===== src/tmthr_defs.vh =====
// register map, field layout and reset values of the thermal monitor
`ifndef TMTHR_DEFS_VH
`define TMTHR_DEFS_VH

// byte addresses, low and high word of each 64-bit register
`define TMTHR_SAMPLE_LO       32'h1fe00198
`define TMTHR_SAMPLE_HI       32'h1fe0019c
`define TMTHR_HOT_LO          32'h3ff01460
`define TMTHR_HOT_HI          32'h3ff01464
`define TMTHR_COLD_LO         32'h3ff01468
`define TMTHR_COLD_HI         32'h3ff0146c
`define TMTHR_FLAGS_LO        32'h3ff01470
`define TMTHR_FLAGS_HI        32'h3ff01474
`define TMTHR_MASK_LO         32'h3ff01478
`define TMTHR_MASK_HI         32'h3ff0147c
`define TMTHR_THROT_LO        32'h3ff01480
`define TMTHR_THROT_HI        32'h3ff01484

// sampling word fields
`define TMTHR_OVER_A_BIT      24
`define TMTHR_OVER_B_BIT      25
`define TMTHR_RAW_A_LSB       32
`define TMTHR_RAW_B_LSB       48

// per-group lane layout, lane k starts at bit 16k
`define TMTHR_LANE_W          16
`define TMTHR_THR_LSB         0
`define TMTHR_EN_BIT          8
`define TMTHR_SEL_LSB         10
`define TMTHR_RATIO_LSB       12
`define TMTHR_ALARM_WMASK     16'h0dff
`define TMTHR_THROT_WMASK     16'h7dff

// flag bits
`define TMTHR_HOT_FLAG        0
`define TMTHR_COLD_FLAG       1

// conversion: celsius = raw * 731 / 0x4000 - 273
`define TMTHR_CONV_MUL        10'd731
`define TMTHR_CONV_SHIFT      14
`define TMTHR_CONV_OFFSET     14'sd273
`define TMTHR_OVER_LIMIT      14'sd125

// reset values
`define TMTHR_SETUP_RESET     64'h0000000000000000
`define TMTHR_FLAGS_RESET     2'h0
`define TMTHR_MASK_RESET      2'h3

// throttle: a ratio of eight is full speed
`define TMTHR_RATIO_FULL      4'h8

`endif


===== src/tmthr_sync.v =====
// three-stage synchroniser that accepts a bit once stages two and three agree
`timescale 1ns/1ps

module tmthr_sync #(
    parameter W = 16
) (
    input  wire         clk,
    input  wire         rst,
    input  wire [W-1:0] din,
    output wire [W-1:0] dout
);

    genvar b;

    // one chain per bit; stage one feeds stage two only
    generate
        for (b = 0; b < W; b = b + 1) begin : g_bit
            reg s1;
            reg s2;
            reg s3;
            reg held;

            always @(posedge clk or posedge rst) begin
                if (rst) begin
                    s1   <= 1'b0;
                    s2   <= 1'b0;
                    s3   <= 1'b0;
                    held <= 1'b0;
                end else begin
                    s1 <= din[b];
                    s2 <= s1;
                    s3 <= s2;
                    if (s2 == s3) begin
                        held <= s3; // stable value accepted
                    end
                end
            end

            assign dout[b] = held;
        end
    endgenerate

endmodule


===== src/tmthr_top.v =====
// thermal monitor: sampling word, hot/cold alarms and clock throttling
//
// Functional notes
// both sensor readings and over-range flags readable in a read-only word
// sensor a over-range flag set while its temperature exceeds 125 C
// sensor b over-range flag sits in bit 25 of the sampling word
// celsius equals raw times 731 over 0x4000 minus 273
// four hot and four cold alarm groups, each threshold, enable, select
// group k lane: threshold bits 16k+7..16k, enable bit 16k+8
// enabled hot group above its threshold raises the hot interrupt
// enabled cold group below its threshold raises the cold interrupt
// select bits 16k+11..16k+10 pick sensor: 0 is a, 1 is b
// hot event latched in flag bit 0, cold event in bit 1
// any write to the flag register clears the latched flags
// four throttle groups: threshold, enable, select and divide ratio
// throttle ratio sits in bits 16k+14..16k+12 of lane k
// throttle group acts only when enabled and temperature above threshold
// triggered throttle runs the clock at ratio over eight; the code runs a ratio of zero at full speed
// group 0 has highest throttle priority, group 3 lowest
// one level interrupt output while an unmasked latched flag is set
// no triggered throttle group means the clock runs undivided
//
// Design decision made here: the Avalon-MM slave port.
`timescale 1ns/1ps
`include "tmthr_defs.vh"

module tmthr_top #(
    parameter RAW_W = 16,
    parameter NGRP  = 4
) (
    input  wire        clk,
    input  wire        rst,
    input  wire [31:0] avs_address,
    input  wire        avs_read,
    input  wire        avs_write,
    input  wire [31:0] avs_writedata,
    input  wire [3:0]  avs_byteenable,
    output reg  [31:0] avs_readdata,
    output wire        avs_waitrequest,
    input  wire [15:0] sensor_a_raw_reading,
    input  wire [15:0] sensor_b_raw_reading,
    output wire        thermal_irq,
    output reg         throttle_active,
    output reg  [2:0]  throttle_ratio,
    output reg         core_clk_enable
);

    // ========
    // declarations
    // ========
    reg  [63:0]       hot_alarm_setup;
    reg  [63:0]       cold_alarm_setup;
    reg  [63:0]       clock_throttle_setup;
    reg  [1:0]        thermal_alarm_flags;
    reg  [1:0]        alarm_mask;
    reg               bus_ack;
    reg  [2:0]        div_acc;

    wire [RAW_W-1:0]  raw_a;
    wire [RAW_W-1:0]  raw_b;
    wire [25:0]       prod_a;
    wire [25:0]       prod_b;
    wire signed [13:0] cel_a;
    wire signed [13:0] cel_b;
    wire              sensor_a_over_range;
    wire              sensor_b_over_range;
    wire [63:0]       temp_sample_word;

    wire [NGRP-1:0]   hot_hit;
    wire [NGRP-1:0]   cold_hit;
    wire [NGRP-1:0]   thr_hit;
    wire [3*NGRP-1:0] thr_ratio;

    wire              bus_req;
    wire              wr_go;
    wire              flags_clear;
    wire [1:0]        flag_events;

    reg  [2:0]        next_ratio;
    reg               next_active;
    reg  [31:0]       next_readdata;
    reg  [3:0]        eff_ratio;
    reg  [3:0]        acc_sum;
    integer           p;

    // byte-lane merge limited to the writable bits
    function [31:0] tmthr_merge;
        input [31:0] old;
        input [31:0] wd;
        input [3:0]  be;
        input [31:0] wmask;
        integer i;
        begin
            tmthr_merge = old;
            for (i = 0; i < 4; i = i + 1) begin
                if (be[i]) begin
                    tmthr_merge[8*i +: 8] = wd[8*i +: 8];
                end
            end
            tmthr_merge = tmthr_merge & wmask;
        end
    endfunction

    // ========
    // sensor capture and conversion
    // ========
    // sensor words come from the analog side, so they are synchronised
    tmthr_sync #(
        .W    (RAW_W)
    ) u_sync_a (
        .clk  (clk),
        .rst  (rst),
        .din  (sensor_a_raw_reading),
        .dout (raw_a)
    );

    tmthr_sync #(
        .W    (RAW_W)
    ) u_sync_b (
        .clk  (clk),
        .rst  (rst),
        .din  (sensor_b_raw_reading),
        .dout (raw_b)
    );

    // raw to celsius, kept signed so cold thresholds below zero work
    assign prod_a = raw_a * `TMTHR_CONV_MUL;
    assign prod_b = raw_b * `TMTHR_CONV_MUL;
    assign cel_a  = $signed({2'b00, prod_a[25:`TMTHR_CONV_SHIFT]})
                    - `TMTHR_CONV_OFFSET;
    assign cel_b  = $signed({2'b00, prod_b[25:`TMTHR_CONV_SHIFT]})
                    - `TMTHR_CONV_OFFSET;

    // over-range flags follow the converted temperature
    assign sensor_a_over_range = (cel_a > `TMTHR_OVER_LIMIT);
    assign sensor_b_over_range = (cel_b > `TMTHR_OVER_LIMIT);

    // read-only sampling word, unused bits read as zero
    assign temp_sample_word = {raw_b, raw_a, 6'h00,
                               sensor_b_over_range,
                               sensor_a_over_range,
                               24'h000000};

    // ========
    // alarm and throttle groups
    // ========
    genvar g;

    generate
        for (g = 0; g < NGRP; g = g + 1) begin : g_grp
            wire [7:0]         hot_thr;
            wire               hot_on;
            wire [1:0]         hot_src;
            wire [7:0]         cold_thr;
            wire               cold_on;
            wire [1:0]         cold_src;
            wire [7:0]         thr_thr;
            wire               thr_on;
            wire [1:0]         thr_src;
            wire signed [13:0] hot_temp;
            wire signed [13:0] cold_temp;
            wire signed [13:0] thr_temp;
            wire               hot_valid;
            wire               cold_valid;
            wire               thr_valid;

            // lane fields of group g
            assign hot_thr  = hot_alarm_setup[16*g +: 8];
            assign hot_on   = hot_alarm_setup[16*g+`TMTHR_EN_BIT];
            assign hot_src  = hot_alarm_setup[16*g+`TMTHR_SEL_LSB +: 2];
            assign cold_thr = cold_alarm_setup[16*g +: 8];
            assign cold_on  = cold_alarm_setup[16*g+`TMTHR_EN_BIT];
            assign cold_src = cold_alarm_setup[16*g+`TMTHR_SEL_LSB +: 2];
            assign thr_thr  = clock_throttle_setup[16*g +: 8];
            assign thr_on   = clock_throttle_setup[16*g+`TMTHR_EN_BIT];
            assign thr_src  =
                clock_throttle_setup[16*g+`TMTHR_SEL_LSB +: 2];
            assign thr_ratio[3*g +: 3] =
                clock_throttle_setup[16*g+`TMTHR_RATIO_LSB +: 3];

            // source select; codes 2 and 3 leave the group inert
            assign hot_temp   = hot_src[0] ? cel_b : cel_a;
            assign cold_temp  = cold_src[0] ? cel_b : cel_a;
            assign thr_temp   = thr_src[0] ? cel_b : cel_a;
            assign hot_valid  = ~hot_src[1];
            assign cold_valid = ~cold_src[1];
            assign thr_valid  = ~thr_src[1];

            // comparisons against sign-extended thresholds
            assign hot_hit[g]  = hot_on & hot_valid &
                (hot_temp > $signed({{6{hot_thr[7]}}, hot_thr}));
            assign cold_hit[g] = cold_on & cold_valid &
                (cold_temp < $signed({{6{cold_thr[7]}}, cold_thr}));
            assign thr_hit[g]  = thr_on & thr_valid &
                (thr_temp > $signed({{6{thr_thr[7]}}, thr_thr}));
        end
    endgenerate

    // ========
    // throttle priority and clock divider
    // ========
    // scan from the lowest priority up so group 0 wins
    always @* begin
        next_ratio  = 3'h0;
        next_active = 1'b0;
        for (p = NGRP - 1; p >= 0; p = p - 1) begin
            if (thr_hit[p]) begin
                next_ratio  = thr_ratio[3*p +: 3];
                next_active = 1'b1;
            end
        end
    end

    // ratio zero is taken as full speed; no group means undivided
    always @* begin
        if (!throttle_active || throttle_ratio == 3'h0) begin
            eff_ratio = `TMTHR_RATIO_FULL;
        end else begin
            eff_ratio = {1'b0, throttle_ratio};
        end
        acc_sum = {1'b0, div_acc} + eff_ratio;
    end

    // selection is registered, then an accumulator passes ratio of 8 edges
    always @(posedge clk or posedge rst) begin
        if (rst) begin
            throttle_active <= 1'b0;
            throttle_ratio  <= 3'h0;
            div_acc         <= 3'h0;
            core_clk_enable <= 1'b1;
        end else begin
            throttle_active <= next_active;
            throttle_ratio  <= next_ratio;
            div_acc         <= acc_sum[2:0];
            core_clk_enable <= acc_sum[3];
        end
    end

    // ========
    // alarm flags and interrupt
    // ========
    assign flag_events = {|cold_hit, |hot_hit};

    // an event in the clearing cycle stays set
    always @(posedge clk or posedge rst) begin
        if (rst) begin
            thermal_alarm_flags <= `TMTHR_FLAGS_RESET;
        end else if (flags_clear) begin
            thermal_alarm_flags <= flag_events;
        end else begin
            thermal_alarm_flags <= thermal_alarm_flags
                                   | flag_events;
        end
    end

    // level interrupt from the unmasked flags
    assign thermal_irq = |(thermal_alarm_flags & alarm_mask);

    // ========
    // avalon-mm slave
    // ========
    // one wait cycle per access; the request is taken when ack is high
    assign bus_req         = avs_read | avs_write;
    assign avs_waitrequest = bus_req & ~bus_ack;
    assign wr_go           = avs_write & bus_ack;
    assign flags_clear     = wr_go &
                             ((avs_address == `TMTHR_FLAGS_LO) |
                              (avs_address == `TMTHR_FLAGS_HI));

    // read multiplexer, unmapped addresses read as zero
    always @* begin
        case (avs_address)
            `TMTHR_SAMPLE_LO: next_readdata = temp_sample_word[31:0];
            `TMTHR_SAMPLE_HI: next_readdata = temp_sample_word[63:32];
            `TMTHR_HOT_LO:    next_readdata = hot_alarm_setup[31:0];
            `TMTHR_HOT_HI:    next_readdata = hot_alarm_setup[63:32];
            `TMTHR_COLD_LO:   next_readdata = cold_alarm_setup[31:0];
            `TMTHR_COLD_HI:   next_readdata = cold_alarm_setup[63:32];
            `TMTHR_FLAGS_LO:  next_readdata = {30'h0, thermal_alarm_flags};
            `TMTHR_MASK_LO:   next_readdata = {30'h0, alarm_mask};
            `TMTHR_THROT_LO:  next_readdata = clock_throttle_setup[31:0];
            `TMTHR_THROT_HI:  next_readdata = clock_throttle_setup[63:32];
            default:          next_readdata = 32'h00000000;
        endcase
    end

    // ack handshake and registered read data
    always @(posedge clk or posedge rst) begin
        if (rst) begin
            bus_ack      <= 1'b0;
            avs_readdata <= 32'h00000000;
        end else if (bus_req && !bus_ack) begin
            bus_ack <= 1'b1;
            if (avs_read) begin
                avs_readdata <= next_readdata;
            end
        end else begin
            bus_ack <= 1'b0;
        end
    end

    // setup registers; sampling word writes are ignored
    always @(posedge clk or posedge rst) begin
        if (rst) begin
            hot_alarm_setup      <= `TMTHR_SETUP_RESET;
            cold_alarm_setup     <= `TMTHR_SETUP_RESET;
            clock_throttle_setup <= `TMTHR_SETUP_RESET;
            alarm_mask           <= `TMTHR_MASK_RESET;
        end else if (wr_go) begin
            case (avs_address)
                `TMTHR_HOT_LO: begin
                    hot_alarm_setup[31:0] <= tmthr_merge(
                        hot_alarm_setup[31:0], avs_writedata,
                        avs_byteenable,
                        {2{`TMTHR_ALARM_WMASK}});
                end
                `TMTHR_HOT_HI: begin
                    hot_alarm_setup[63:32] <= tmthr_merge(
                        hot_alarm_setup[63:32], avs_writedata,
                        avs_byteenable,
                        {2{`TMTHR_ALARM_WMASK}});
                end
                `TMTHR_COLD_LO: begin
                    cold_alarm_setup[31:0] <= tmthr_merge(
                        cold_alarm_setup[31:0], avs_writedata,
                        avs_byteenable,
                        {2{`TMTHR_ALARM_WMASK}});
                end
                `TMTHR_COLD_HI: begin
                    cold_alarm_setup[63:32] <= tmthr_merge(
                        cold_alarm_setup[63:32], avs_writedata,
                        avs_byteenable,
                        {2{`TMTHR_ALARM_WMASK}});
                end
                `TMTHR_THROT_LO: begin
                    clock_throttle_setup[31:0] <= tmthr_merge(
                        clock_throttle_setup[31:0], avs_writedata,
                        avs_byteenable,
                        {2{`TMTHR_THROT_WMASK}});
                end
                `TMTHR_THROT_HI: begin
                    clock_throttle_setup[63:32] <= tmthr_merge(
                        clock_throttle_setup[63:32], avs_writedata,
                        avs_byteenable,
                        {2{`TMTHR_THROT_WMASK}});
                end
                `TMTHR_MASK_LO: begin
                    if (avs_byteenable[0]) begin
                        alarm_mask <= avs_writedata[1:0];
                    end
                end
                default: begin
                    alarm_mask <= alarm_mask;
                end
            endcase
        end
    end

endmodule


===== config.mk =====
export PLATFORM = sky130hd
export DESIGN_NAME = tmthr_top
export DESIGN_NICKNAME = d
export VERILOG_FILES = /design/src/tmthr_sync.v /design/src/tmthr_top.v
export VERILOG_INCLUDE_DIRS = /design/src
export SDC_FILE = /design/constraint.sdc
export NUM_CORES = 1
export LEC_CHECK = 0
export ABC_AREA = 1
export BUFFER_PORTS_ARGS = -buffer_cell sky130_fd_sc_hd__buf_2
export CORE_UTILIZATION = 55
export CTS_CLUSTER_SIZE = 30
export DETAILED_ROUTE_END_ITERATION = 8
export GPL_TIMING_DRIVEN = 0
export PLACE_DENSITY = 0.73
export SLEW_MARGIN = 20
export SYNTH_ARGS = -nofsm -noshare
export SYNTH_HDL_FRONTEND = slang
export SYNTH_SLANG_ARGS = --single-unit
export TNS_END_PERCENT = 5

===== constraint.sdc =====
create_clock -name clk -period 13.2 [get_ports clk]
set_clock_uncertainty 0.15 [all_clocks]
set_input_delay 3.3 -clock clk [delete_from_list [all_inputs] [get_ports clk]]
set_output_delay 3.3 -clock clk [all_outputs]
set_load 0.1 [all_outputs]

* After elaboration in Yosys (flattened, before gate mapping)
Index checks and enable logic that the tools add are counted.
** Cells by class
- $add $sub $neg :: 3
- Multipliers :: 2
- $lt $le $gt $ge :: 14
- Equality and inequality tests :: 43
- Multiplexer cells :: 24
- Bitwise operators :: 44
- Reduce and logical (&&, ||, !) cells :: 34
** Operators with widths (count)
- $pmux W32 S10 :: 1
- $eq A32 B30 Y1 const B :: 9
- $mux W14 :: 12
- $gt A14 B8 Y1 :: 8
- $reduce_and A3 Y1 :: 25
- $eq A32 B29 Y1 const B :: 2
- $lt A14 B8 Y1 :: 4
- $mul A16 B10 Y26 const B :: 2
- $eq A1 B1 Y1 :: 32
- $and A1 B1 Y1 :: 27
- $gt A13 B8 Y1 const B :: 2
- $sub A12 B9 Y13 const B :: 2
- $not A1 Y1 :: 13
- $mux W3 :: 4
- $reduce_or A4 Y1 :: 2
- $mux W1 :: 5
- $add A3 B4 Y4 :: 1
- $mux W4 :: 1
- $logic_not A3 Y1 :: 1
- $and A2 B2 Y2 :: 1
- $logic_not A1 Y1 :: 2
- $mux W2 :: 1
- $or A1 B1 Y1 :: 2
- $or A2 B2 Y2 :: 1
- other kinds (4) :: 4
** Word-level totals
- Bits in registers :: 317
- Word-level logic and storage cells :: 324

* Longest topological paths before layout
Gate-level depths: netlist of run 1.
- Depth after elaboration :: 9
- Depth in mapped cells :: 48

* By module
Synthesis of run 1 repeated with hierarchy kept, for this count alone.
** Unflattened totals
- Cell total of the unflattened synthesis :: 3329
- Area total of the unflattened synthesis :: 25927.4 µm²
** By module, submodules not included
- tmthr_top :: instances 1, cells an instance 3039, area an instance 21956.1 µm²
- tmthr_sync :: instances 2, cells an instance 145, area an instance 1985.7 µm²

* Worst setup path before layout of run 1
No wires, ideal clock.
- Path type :: input to output
- Start point :: in avs_write
- End point :: out avs_waitrequest
- Arrival time :: 4.641 ns
- Data required time :: 9.750 ns
- Slack :: 5.109 ns
- Stages :: 2
- Path buffers :: 0
- Cell sequence :: nor2_1 nor2_1
** On the way
- Word-level cells in the longest chain between the ends :: 2
** Ends and longest elaborated chain
- start, declared :: RTL line tmthr_top.v:35 : input wire avs_write,
- $or A1 B1 Y1 :: RTL line tmthr_top.v:263 : assign bus_req = avs_read | avs_write;
- $and A1 B1 Y1 :: RTL line tmthr_top.v:264 : assign avs_waitrequest = bus_req & ~bus_ack;
- end, declared :: RTL line tmthr_top.v:39 : output wire avs_waitrequest,
Every way passes these cells.

* Worst setup path in the final report of run 1
- Start point :: reg u_sync_a.g_bit[6].held
- End point :: reg throttle_ratio[0]
** On the way
- Word-level cells in the longest chain between the ends :: 9
- Elaborated cells on any way between the ends :: 18
** Ends and longest elaborated chain
- start, declared :: RTL line tmthr_sync.v:21 : reg held;
- start signal, assigned :: RTL line tmthr_sync.v:28 : held <= 1'b0;
- start signal, assigned :: RTL line tmthr_sync.v:34 : held <= s3;
- $mul A16 B10 Y26 (no source line) (*)
- $sub A12 B9 Y13 (no source line) (*)
- $mux W14 :: RTL line tmthr_top.v:184 : assign thr_temp = thr_src[0] ? cel_b : cel_a;
- $gt A14 B8 Y1 :: RTL line tmthr_top.v:195 : (thr_temp > $signed({{6{thr_thr[7]}}, thr_thr}));
- $and A1 B1 Y1 :: RTL line tmthr_top.v:194 : assign thr_hit[g] = thr_on & thr_valid &
- $mux W3 (3 in a row) :: RTL line tmthr_top.v:207 : if (thr_hit[p]) begin
- $mux W3 (*) :: RTL line tmthr_top.v:207
- named net next_ratio[0] :: RTL line tmthr_top.v:79 : reg [2:0] next_ratio;
- end signal, assigned :: RTL line tmthr_top.v:233 : throttle_ratio <= next_ratio;
- end, declared :: RTL line tmthr_top.v:44 : output reg [2:0] throttle_ratio,
Mark *: on every way through the listed nets, which the timed path passes. The rest lies on a longest branch.
A chain may end at the register's enable or synchronous reset.

==> results of run 1 <==
[worst register-to-register path: cells and delay by family (launching register included)]
family | cells | cell delay (ns)
fa+ha+maj | 8 | 3.21
simple gates | 19 | 2.07
buf+inv | 8 | 1.36
compound gates | 6 | 1.00
flops | 1 | 0.56
xor+xnor | 1 | 0.40
[cells by family (layout without fill, tap and decap cells)]
group / after synthesis / count (layout)
AND/OR/NAND/NOR: 1225 / 1225
XOR/XNOR: 33 / 33
AO/OA/AOI/OAI: 594 / 594
flip-flops: 317 / 317
adder cells (fa/ha/maj): 448 / 448
buffers and inverters: 669 / 871
[cell type report]
type	instances	area [um^2]	share of cell area
Buffer	94	413	0.0146
Tap cell	600	751	0.0265
Inverter	575	2170	0.0764
Clock buffer	43	926	0.0327
Timing Repair Buffer	141	773	0.0273
Sequential cell	317	7940	0.280
Clock inverter	18	184	0.00649
Multi-Input combinational cell	2300	15200	0.536
[cells in the final DEF, fill, tap and decap left out, types with 14 or more instances in the layout]
master and count:
sky130_fd_sc_hd__a21oi_1 82, sky130_fd_sc_hd__a2111oi_0 19, sky130_fd_sc_hd__nand3_1 75, sky130_fd_sc_hd__nand4_1 33
sky130_fd_sc_hd__nand2_2 42, sky130_fd_sc_hd__buf_2 158, sky130_fd_sc_hd__clkbuf_1 71, sky130_fd_sc_hd__inv_1 553
sky130_fd_sc_hd__inv_2 15, sky130_fd_sc_hd__nand2_1 849, sky130_fd_sc_hd__o21ai_1 20, sky130_fd_sc_hd__xor2_1 25
sky130_fd_sc_hd__maj3_1 32, sky130_fd_sc_hd__nor4_1 14, sky130_fd_sc_hd__clkbuf_16 35, sky130_fd_sc_hd__nor2_1 129
sky130_fd_sc_hd__dfrtp_1 314, sky130_fd_sc_hd__nor3_1 35, sky130_fd_sc_hd__o22ai_1 49, sky130_fd_sc_hd__fa_1 106
sky130_fd_sc_hd__ha_1 310, sky130_fd_sc_hd__o21ai_0 329
[registers in the layout, summed over array words and instances (netlist names)]
| register | flops |
|---|---|
| throttle_ratio | 3 |
| u_sync_b.g_bit.s2 | 16 |
| thermal_alarm_flags | 2 |
| u_sync_a.g_bit.s1 | 16 |
| clock_throttle_setup | 56 |
| u_sync_b.g_bit.s1 | 16 |
| u_sync_a.g_bit.s2 | 16 |
| u_sync_b.g_bit.held | 16 |
| u_sync_b.g_bit.s3 | 16 |
| alarm_mask | 2 |
| bus_ack | 1 |
| core_clk_enable | 1 |
| hot_alarm_setup | 44 |
| div_acc | 3 |
| cold_alarm_setup | 44 |
| avs_readdata | 32 |
| throttle_active | 1 |
| u_sync_a.g_bit.s3 | 16 |
| u_sync_a.g_bit.held | 16 |
[routing by layer]
metal	GRT usage	part of all wire
met3	0.0530	0.086
met4	0.158	0.047
met1	0.469	0.43
met5	0	0
met2	0.522	0.44
[worst max-delay path by stage]
stage	endpoint	cells past startpoint
floorplan	avs_readdata[0]	1
global placement	avs_readdata[31]	2
detailed placement	throttle_ratio[0]	42
CTS	throttle_ratio[0]	42
global route	throttle_ratio[0]	42
finish	throttle_ratio[0]	42
[per-stage QoR]
step	hold slack, ns	utilization	cell area [um^2]	setup slack, ns
after detailed placement	0.185	0.595	27200	4.53
final	0.191	0.619	28400	4.30
after CTS	0.196	0.619	28400	4.48
after global routing	0.197	0.619	28400	3.83
after global placement	0.183	0.593	27100	-2.18
after floorplan	0.181	-	25700	0.984
==> results by stage, run 1 <==
Yosys:
- The mux contribution to synthesized area is 0.
- The most common cell in the synthesized netlist is sky130_fd_sc_hd__nand2_1.
- Of the total synthesized cell area, the portion taken by full adders, half adders and majority gates is 0.246.
- By area, the combinational part of the netlist is dominated by adder cells.
- Of the total synthesized cell area, the portion taken by AND, OR, NAND and NOR gates is 0.201.
- The net count of the mapped netlist is roughly 3800.
- Of the synthesized area, sequential elements account for 0.309.
- In the synthesized netlist, the number of instances is roughly 3300.
- Ranked by instance count, the synthesized netlist is headed by 849 x sky130_fd_sc_hd__nand2_1, 554 x sky130_fd_sc_hd__inv_1, 329 x sky130_fd_sc_hd__o21ai_0.
- Sorting the synthesized cells by area gives the leading types as sky130_fd_sc_hd__dfrtp_1 31%, sky130_fd_sc_hd__ha_1 15%, sky130_fd_sc_hd__nand2_1 12%.
- The share of the synthesized area in compound gates (AO/OA/AOI/OAI) is 0.132.
- The number of unique standard cell types used by synthesis is between 60 and 70.
- The share of flip-flops with an asynchronous set or reset is 1.00.
- The mapped netlist covers between 20000 and 30000 um^2.
- The top cell type's share of synthesized area is 0.306.
- The XOR/XNOR share of the synthesized area is 0.0115.
- Yosys mapped a number of flops with a built-in enable equal to 0.
- Counting flops and latches in the post-synthesis netlist gives ~320.
- The biggest area contributor in the post-synthesis netlist is sky130_fd_sc_hd__dfrtp_1.
- The post-synthesis area per instance is around 7.8 um^2.
- The Yosys step of the flow raised 0 warnings.
- Among all flip-flop cells after synthesis, the most frequent one is sky130_fd_sc_hd__dfrtp_1.

Setup path:
- The kind of cell with the highest combined delay along the critical path is adder cells.
- The worst register-to-register path begins at u_sync_a.g_bit[6].held.
- The worst setup path is launched from a register.
- In this run the worst setup path begins at u_sync_a.g_bit[6].held.
- The arrival time at the worst endpoint is roughly 9.2 ns.
- The slack of the worst reg-to-reg path is approximately 4.3 ns.
- By startpoint and endpoint, the worst setup path is classified as register to register.
- Among the stages of the critical path, the cell type that occurs most often is sky130_fd_sc_hd__nand2_1.
- The standard cell with the maximum stage delay on the critical path is sky130_fd_sc_hd__clkbuf_1.
- In this design, the stage delay of the slowest critical-path cell is approximately 0.62 ns.
- The logic depth of the worst register-to-register path is 42.
- The number of buffers and inverters on the critical path is 8.
- STA classifies the critical path endpoint as a register.
- Of all nets on the critical path, the largest fanout is 11.
- The worst register-to-register path ends at throttle_ratio[0].
- Data on the critical path is required at its endpoint by 13.47 ns.

Worst hold path:
- The worst hold path was traced through 0 stages.
- The hold path startpoint is u_sync_b.g_bit[15].s1.
- The hold-critical path endpoint is u_sync_b.g_bit[15].s2.
- The type of the worst min-delay path is register to register.

Detailed routing:
- Once detail routing completed, the nets flagged for antenna violations numbered 0.
- The via density per instance is about 5.7.
- The total number of vias is 23100.
- The DRC violations left is 0.
- In the final routed layout, each cell accounts on average for slightly below 20 um.
- For this run, the detailed router's first-pass iteration total came to 6.
- The DRC violation total after the first TritonRoute iteration is between 2000 and 2500.
- The total detailed-routing wirelength is between 70000 and 80000 um.

CTS:
- The clock reaches the later pin of the worst-skew pair after between 0.5 and 0.6 ns.
- The TritonCTS buffer count is 35.
- After clock tree synthesis, the repair step resized 0 gates.
- TritonCTS built the clock tree.
- The clock-pin slew reported for the worst setup and hold paths after clock tree synthesis is around 0.060 ns.
- The CTS sink count is 317.
- Once the clock tree was built, the setup fixing pass inserted 0 buffers.
- CTS placed an instance of sky130_fd_sc_hd__clkbuf_16 at the clock tree root.
- The H-tree generated during clock tree synthesis spans 2 levels.
- The hold buffer count at CTS is 0.
- The clock passes through at most 3 buffers.

Floorplanning:
- The die boundary width is between 200 and 250 um.
- The vertical extent of the die is about 220 um.
- For this configuration, the core starts out at a cell density of 0.561.
- The initialized floorplan defines 78 standard-cell rows.
- The total I/O pin count is 143.
- The area of the die is between 40000 and 50000 um^2.
- The total area inside the core boundary comes to 45800 um^2.

Timing:
- Counting I/O delays and the setup requirement, the final critical path takes 8.90 ns.
- The final critical-path share of the clock period is 0.674.
- The actual transition at the worst max-transition pin is around 0.96 ns.
- The setup-violating endpoint count in the final report is 0.
- Based on the critical path, the design can be clocked at up to 0.112 GHz.
- The count of final max-slew check failures is 0.
- Setup repair after global routing left no endpoint under its margin.
- In this run the tightest slew margin relative to its limit is 0.356.
- The hold violation total from the final report is 0.
- After routing, the total negative slack on setup checks comes to 0 ns.

Placed design:
- The detailed-placement wirelength estimate is between 60000 and 70000 um.
- Once placement completed, the tool counted placed cells totaling between 4000 and 5000.
- At the end of routability-driven placement, the weighted congestion stood at 0.991.
- Buffers placed on the I/O ports in this run total ~140.

Outcome:
- The flow ran to the end, and the final reports show no timing, DRC or antenna violations.

GRT:
- The initial antenna violation count was 1.
- Summed over all layers, the global routing overflow is 0.
- The via count of the first global-routing pass is 22500.
- The all-layer global routing usage is 0.339.
- The first global-routing pass estimated about 120000 um of wire.
- Entering global routing, the biggest net connects approximately 110 pins.

Final layout:
- The synthesis-to-finish area growth is 10.3%.
- The fraction of layout cells with a size suffix above 1 is 0.0960.
- The count of non-filler cells in the finished layout is approximately 4000.
- The total of fill cells in the finished design is just over 4000.
- 0 antenna diodes ended up in the layout.
- For this run, the post-layout net count is around 4000.

Run:
- The max-cap violation count is 0.
Power of run 1 is left out: the tool's default activity adds up to more than one toggle a clock period on the data nets, which glitch-free logic cannot reach.
==> run 2: changes to the inputs <==
==> constraint.sdc (replaced) <==
create_clock -name clk -period 9.15 [get_ports clk]
set_clock_uncertainty 0.15 [all_clocks]
set_input_delay 2.2875 -clock clk [delete_from_list [all_inputs] [get_ports clk]]
set_output_delay 2.2875 -clock clk [all_outputs]
set_load 0.1 [all_outputs]
==> run 2 against run 1 <==
Largest cell class unchanged. Flip-flop and latch count did not move. Final area rose by 1.0%. Sequential share of layout area fell by 0.29 points. Fmax rose by 1.3%.
==> results by stage, run 2 (same netlist as run 1, synthesis figures left out) <==
Timing:
- The final critical delay including setup and external delays was 8.78 ns (-0.116 ns).
- The setup TNS came to 0 ns (unchanged).
- The actual transition at the worst max-transition pin was 1.04 ns (+0.0810 ns).
- The hold violation total from the final report was 0 (unchanged).
- The count of final max-slew check failures is 0 (unchanged).
- Setup repair after global routing left no endpoint under its margin.
- The final critical-path share of the clock period was 0.960 (+0.286).
- The setup-violating endpoint count in the final report was 0 (unchanged).
- The tightest slew margin relative to the limit came to 0.302 (-0.0545).
- The achievable clock frequency is 0.114 GHz (+1.3%).

Placed design:
- The detailed-placement wirelength estimate is 63000 um (about the same).
- The placer congestion estimate is 0.984 (-0.65%).
- The number of buffers added on ports is 138 (unchanged).

Final layout:
- The number of flip-flops in the largest register was 56 (unchanged).
- The final design utilization came to 0.626 (+0.00648).
- From synthesis to final layout, the design area changed by 11.5%.
- In the final layout, the registers with the most flip-flops are clock_throttle_setup (56), cold_alarm_setup (44), hot_alarm_setup (44).
- The commonest non-fill, non-tap cell in the layout is sky130_fd_sc_hd__nand2_1.
- The fraction of layout cells with a size suffix above 1 came to 0.100 (+0.00421).
- The post-layout net count is 3993 (+0.23%).
- clock_throttle_setup holds more flip-flops than any other register.
- Leaving out fill and tap cells, the most frequent cells in the layout are 849 x sky130_fd_sc_hd__nand2_1, 553 x sky130_fd_sc_hd__inv_1, 329 x sky130_fd_sc_hd__o21ai_0, 314 x sky130_fd_sc_hd__dfrtp_1, 310 x sky130_fd_sc_hd__ha_1.

CTS:
- The cell chosen for the clock root is sky130_fd_sc_hd__clkbuf_16.
- The number of setup buffers added after CTS is 0 (unchanged).
- The clock latency at the later pin of the worst-skew pair is 0.57 ns (about the same).
- The TritonCTS buffer count is 37 (+5.7%).
- The number of H-tree levels is 2 (unchanged).
- The CTS sink count was 317 (unchanged).
- The post-CTS resize count is 0 (unchanged).
- The buffer levels on the longest clock path came to 3 (unchanged).
- TritonCTS built the clock tree.
- The hold buffer count at CTS is 0 (unchanged).
- The clock-pin slew reported for the worst setup and hold paths after clock tree synthesis is 0.06 ns (about the same).

Floorplanning:
- The area of the die came to 47600 um^2 (unchanged).
- The effective utilization at floorplan is 0.561 (unchanged).
- The total I/O pin count is 143 (unchanged).
- The number of rows created at floorplan is 78 (unchanged).
- The core footprint is 45800 um^2 (unchanged).
- The die boundary width is 218 um (unchanged).
- The vertical extent of the die is 218 um (unchanged).

Setup path:
- The dominant cell type by count on the critical path is sky130_fd_sc_hd__nand2_1.
- The worst endpoint required time is 9.41 ns (-4.06 ns).
- STA classifies the critical path startpoint as a register.
- On the critical path, the stage with the largest delay is an instance of sky130_fd_sc_hd__fa_1.
- The arrival time at the worst endpoint is 9.05 ns (-0.12 ns).
- The stage delay of the slowest cell on the critical path is 0.57 ns (-0.05 ns).
- The critical-path maximum fanout is 11 (unchanged).
- The element type at the critical path end is a register.
- The kind of critical path is register to register.

Detailed routing:
- The mean routed wirelength per cell is 19.3 um (+0.55%).
- The DRC violation total after the first TritonRoute iteration is 2252 (+6.4%).
- The total number of vias is 23100 (-0.23%).
- The DRC violations left is 0 (unchanged).
- The number of nets still failing antenna checks after routing is 0 (unchanged).
- The total detailed-routing wirelength is 79300 um (+0.90%).
- The total iterations of the first detailed-routing run is 6 (unchanged).
- The via density per instance is 5.63 (-0.57%).

Run:
- The max-cap violation count is 0 (unchanged).

GRT:
- The maximum number of pins on one net before global-route repair was 38 (-66%).
- The initial antenna violation count was 1 (unchanged).
- The wire length of the first global-routing pass was 125000 um (+1.6%).
- The remaining global-route overflow was 0 (unchanged).
- The via count of the first global-routing pass is 22600 (+0.40%).
- The all-layer global routing usage is 0.345 (+0.00548).

Worst hold path:
- The type of the worst min-delay path is register to register.

Outcome:
- The flow ran to the end, and the final reports show no timing, DRC or antenna violations.
==> run 2: cell types whose count changed in the layout (fill, tap and decap cells not counted), sizes merged <==
cell / change
bufinv: +2
diode: +1
clkbuf: +4
clkinv: -7
buf: +7
inv: +2
clkinvlp: +5
==> run 2: worst max-delay path, delay by kind of cell, from the launching register on <==
kind,cells,cell delay (ns)
simple gates,19,2.02
flops,1,0.52
buf+inv,8,1.19
xor+xnor,1,0.42
fa+ha+maj,8,3.24
compound gates,6,1.08
==> run 2: worst paths after layout <==
kind | startpoint | endpoint | slack [ns] | cells past startpoint
setup / recovery | u_sync_a.g_bit[5].held | throttle_ratio[0] | 0.37 | 42
hold / removal | u_sync_a.g_bit[7].s1 | u_sync_a.g_bit[7].s2 | 0.19 | 0
setup reg to reg | u_sync_a.g_bit[5].held | throttle_ratio[0] | 0.37 | 42
hold reg to reg | u_sync_a.g_bit[7].s1 | u_sync_a.g_bit[7].s2 | 0.19 | 0
max in group asynchronous | rst | u_sync_b.g_bit[15].s3 | 6.01 | 6
min in group asynchronous | rst | clock_throttle_setup[4] | 1.59 | 2
==> run 2: area by class of cell <==
cell class                      instances  area [um^2]
Buffer                                 94          414
Clock buffer                           47         1020
Timing Repair Buffer                  148          891
Fill cell                            4048        17100
Antenna cell                            1         2.50
Inverter                              575         2160
Multi-Input combinational cell       2300        15200
Sequential cell                       317         7940
Clock inverter                         20          265
Tap cell                              600          751
==> run 2: stage by stage <==
| step | area (um^2) | worst slack, ns | hold slack (ns) | instances |
|---|---|---|---|---|
| finish | 28600 | 0.366 | 0.194 | 4102 |
| global route | 28600 | 0.0825 | 0.199 | 4101 |
| CTS | 28600 | 0.389 | 0.197 | 4101 |
| detailed placement | 27400 | 0.456 | 0.185 | 4034 |
| global placement | 27100 | 0.628 | 0.182 | 4024 |
| floorplan | 25700 | 2.48 | 0.181 | 3286 |
==> run 2: per-layer routing <==
| layer | share of wire | track usage |
|---|---|---|
| met5 | 0.000076 | 0 |
| met4 | 0.048 | 0.166 |
| met3 | 0.090 | 0.0614 |
| met2 | 0.43 | 0.529 |
| met1 | 0.43 | 0.471 |
Power of run 2 is left out for the same reason.
==> run 3: changes to the inputs <==
--- a/config.mk
+++ b/config.mk
@@ -11,8 +11,7 @@
 export CORE_UTILIZATION = 55
 export CTS_CLUSTER_SIZE = 30
 export DETAILED_ROUTE_END_ITERATION = 8
-export GPL_TIMING_DRIVEN = 0
-export PLACE_DENSITY = 0.73
+export PLACE_DENSITY = 0.77
 export SLEW_MARGIN = 20
 export SYNTH_ARGS = -nofsm -noshare
 export SYNTH_HDL_FRONTEND = slang
==> constraint.sdc (replaced) <==
create_clock -name clk -period 9.15 [get_ports clk]
set_clock_uncertainty 0.15 [all_clocks]
set_input_delay 1.83 -clock clk [delete_from_list [all_inputs] [get_ports clk]]
set_output_delay 1.83 -clock clk [all_outputs]
set_load 0.1 [all_outputs]
==> run 3 against run 2 <==
Final area fell by 1.9%. Routed wire length fell by 10%. Die area did not move. Critical path depth fell by 6. Setup slack improved by 0.54 ns. Via count fell by 4.3%. Clock-buffer cell count rose by 2. Register-to-register slack improved by 0.54 ns. Hold slack improved by 0.0013 ns. First-iteration DRC count fell by 18%. Critical path type unchanged. Highest routed layer is now met4.
==> results by stage, run 3 (same netlist as run 1, synthesis figures left out) <==
Floorplanning:
- The effective utilization at floorplan is 0.561 (unchanged).
- The die boundary width is 218 um (unchanged).
- The total I/O pin count is 143 (unchanged).
- The area of the die is 47600 um^2 (unchanged).
- The vertical extent of the die came to 218 um (unchanged).
- The number of rows created at floorplan is 78 (unchanged).
- The core footprint came to 45800 um^2 (unchanged).

GRT:
- The via count of the first global-routing pass came to 21400 (-5.3%).
- The initial antenna violation count is 2 (+1).
- The all-layer global routing usage was 0.308 (-0.0365).
- The maximum number of pins on one net before global-route repair is 172 (+350%).
- The wire length of the first global-routing pass is 113000 um (-9.2%).
- The remaining global-route overflow is 0 (unchanged).

Timing:
- The final critical delay including setup and external delays came to 8.24 ns (-0.544 ns).
- The tightest slew margin relative to the limit is 0.279 (-0.0228).
- The setup-violating endpoint count in the final report is 0 (unchanged).
- Setup repair after global routing left no endpoint under its margin.
- The smallest setup slack after layout was 0.910 ns (+0.544 ns).
- The final critical-path share of the clock period is 0.901 (-0.0595).
- The count of final max-slew check failures came to 0 (unchanged).
- The achievable clock frequency came to 0.121 GHz (+6.6%).
- The setup TNS was 0 ns (unchanged).
- The actual transition at the worst max-transition pin was 1.07 ns (+0.0330 ns).
- The hold violation total from the final report is 0 (unchanged).
- The final worst hold slack was 0.195 ns (+0.00130 ns).

Detailed routing:
- The total detailed-routing wirelength is 71100 um (-10%).
- The number of nets still failing antenna checks after routing was 0 (unchanged).
- The DRC violations left came to 0 (unchanged).
- The mean routed wirelength per cell is 17.7 um (-8.3%).
- The via density per instance is 5.51 (-2.1%).
- The total number of vias was 22100 (-4.3%).
- The total iterations of the first detailed-routing run is 6 (unchanged).
- The DRC violation total after the first TritonRoute iteration is 1854 (-18%).

Setup path:
- STA classifies the critical path endpoint as a register.
- The slack of the worst reg-to-reg path was 0.91 ns (+0.54 ns).
- The critical path is of the register to register type.
- The stage delay of the slowest cell on the critical path is 0.55 ns (-0.02 ns).
- The logic depth of the worst register-to-register path came to 36 (-14%).
- The end of the worst register-to-register path is throttle_ratio[1].
- The critical-path maximum fanout came to 12 (+1).
- The dominant cell type by count on the critical path is sky130_fd_sc_hd__nand2_1.
- The standard cell with the maximum stage delay on the critical path is sky130_fd_sc_hd__dfrtp_1.
- The arrival time at the worst endpoint is 8.52 ns (-0.53 ns).
- The startpoint identified for the worst register-to-register timing path is u_sync_a.g_bit[5].held.
- The worst setup path is launched from a register.
- The worst endpoint required time is 9.43 ns (+0.02 ns).

CTS:
- The post-CTS resize count was 0 (unchanged).
- TritonCTS built the clock tree.
- The TritonCTS buffer count was 36 (-2.7%).
- The hold buffer count at CTS is 0 (unchanged).
- The clock-pin slew reported for the worst setup and hold paths after clock tree synthesis is 0.06 ns (about the same).
- The cell chosen for the clock root is sky130_fd_sc_hd__clkbuf_16.
- The CTS sink count is 317 (unchanged).
- The number of setup buffers added after CTS is 0 (unchanged).
- The number of H-tree levels is 2 (unchanged).
- The buffer levels on the longest clock path was 3 (unchanged).
- The clock latency at the later pin of the worst-skew pair is 0.56 ns (about the same).

Final layout:
- The largest registers in the layout are clock_throttle_setup (56), cold_alarm_setup (44), hot_alarm_setup (44).
- The library cells used most frequently in the layout, excluding fill and tap cells, are 848 x sky130_fd_sc_hd__nand2_1, 553 x sky130_fd_sc_hd__inv_1, 329 x sky130_fd_sc_hd__o21ai_0, 314 x sky130_fd_sc_hd__dfrtp_1, 310 x sky130_fd_sc_hd__ha_1.
- Counting flops per register, the top entry is clock_throttle_setup.
- The number of flip-flops in the largest register is 56 (unchanged).
- The commonest non-fill, non-tap cell in the layout is sky130_fd_sc_hd__nand2_1.
- The fraction of layout cells with a size suffix above 1 is 0.0951 (-0.00519).
- The post-layout net count is 3901 (-2.3%).
- The synthesis-to-finish area growth is 9.40%.
- The design area was 28100 um^2 (-1.9%).

Worst hold path:
- In this run the most critical hold path is launched from u_sync_a.g_bit[13].s1.
- In this run the worst hold path is classified as register to register.
- The cell count of the worst hold path came to 0 (unchanged).
- The hold-critical path endpoint is u_sync_a.g_bit[13].s2.

Outcome:
- The run finished with clean final reports.

Placed design:
- The placer congestion estimate is 1.00 (+1.7%).
- The detailed-placement wirelength estimate is 54200 um (-14%).
- The worst-case setup slack after placement is 1.17 ns (+0.710 ns).
- The placed standard-cell area came to 26800 um^2 (-1.9%).
- The number of buffers added on ports is 138 (unchanged).

Run:
- The max-cap violation count came to 0 (unchanged).
-- run 3: cell types whose count changed in the layout (fill, tap and decap cells not counted), moves of 2 or more --
cell / change
sky130_fd_sc_hd__buf_2: -20
sky130_fd_sc_hd__nor4_1: +2
sky130_fd_sc_hd__buf_12: -9
sky130_fd_sc_hd__clkbuf_2: -2
sky130_fd_sc_hd__clkbuf_1: -66
sky130_fd_sc_hd__clkinv_2: +4
sky130_fd_sc_hd__nor4_2: -2
sky130_fd_sc_hd__clkinv_4: +2
sky130_fd_sc_hd__buf_4: +5
sky130_fd_sc_hd__clkinvlp_4: -3
sky130_fd_sc_hd__bufinv_16: -3
sky130_fd_sc_hd__inv_6: -5
sky130_fd_sc_hd__clkbuf_8: +3
-- run 3: worst max path at each step --
stage	start	to	slack, ns	cells after the start
6_report	u_sync_a.g_bit[5].held	throttle_ratio[1]	0.91	36
5_1_grt	u_sync_a.g_bit[5].held	throttle_ratio[0]	0.47	41
4_1_cts	u_sync_a.g_bit[5].held	throttle_ratio[1]	1.12	38
3_5_place_dp	u_sync_a.g_bit[5].held	throttle_ratio[1]	1.17	38
3_3_place_gp	u_sync_a.g_bit[6].held	throttle_ratio[2]	1.17	38
2_1_floorplan	u_sync_a.g_bit[1].held	throttle_ratio[0]	2.48	42
-- run 3: layout make-up --
| cell class | count | area (um^2) |
|---|---|---|
| antenna | 2 | 5.00 |
| clock inverter | 16 | 163 |
| clock buffer | 49 | 1080 |
| tap | 600 | 751 |
| sequential | 317 | 7940 |
| inverter | 575 | 2160 |
| multi-input combinational | 2300 | 15200 |
| fill | 4033 | 17700 |
| timing repair buffer | 151 | 821 |
-- run 3: critical path, delay by kind of cell, from the launching register on --
family | cells | cell delay [ns]
compound gates | 5 | 1.25
buf+inv | 7 | 1.19
fa+ha+maj | 8 | 3.13
simple gates | 16 | 1.84
flops | 1 | 0.55
-- run 3: routing by layer --
layer	vias to the layer above	global-route usage	wire [um]
met5	-	0	0
met4	0	0.158	3700
met3	198	0.0416	5000
met2	782	0.502	32500
met1	10300	0.401	29900
li1	10800	-	-
-- run 3: metrics by stage --
step,cells,util
floorplan,3286,-
global placement,3942,0.586
detailed placement,3942,0.586
CTS,4007,0.613
global route,4010,0.614
finish,4010,0.614
Power of run 3 is left out for the same reason.
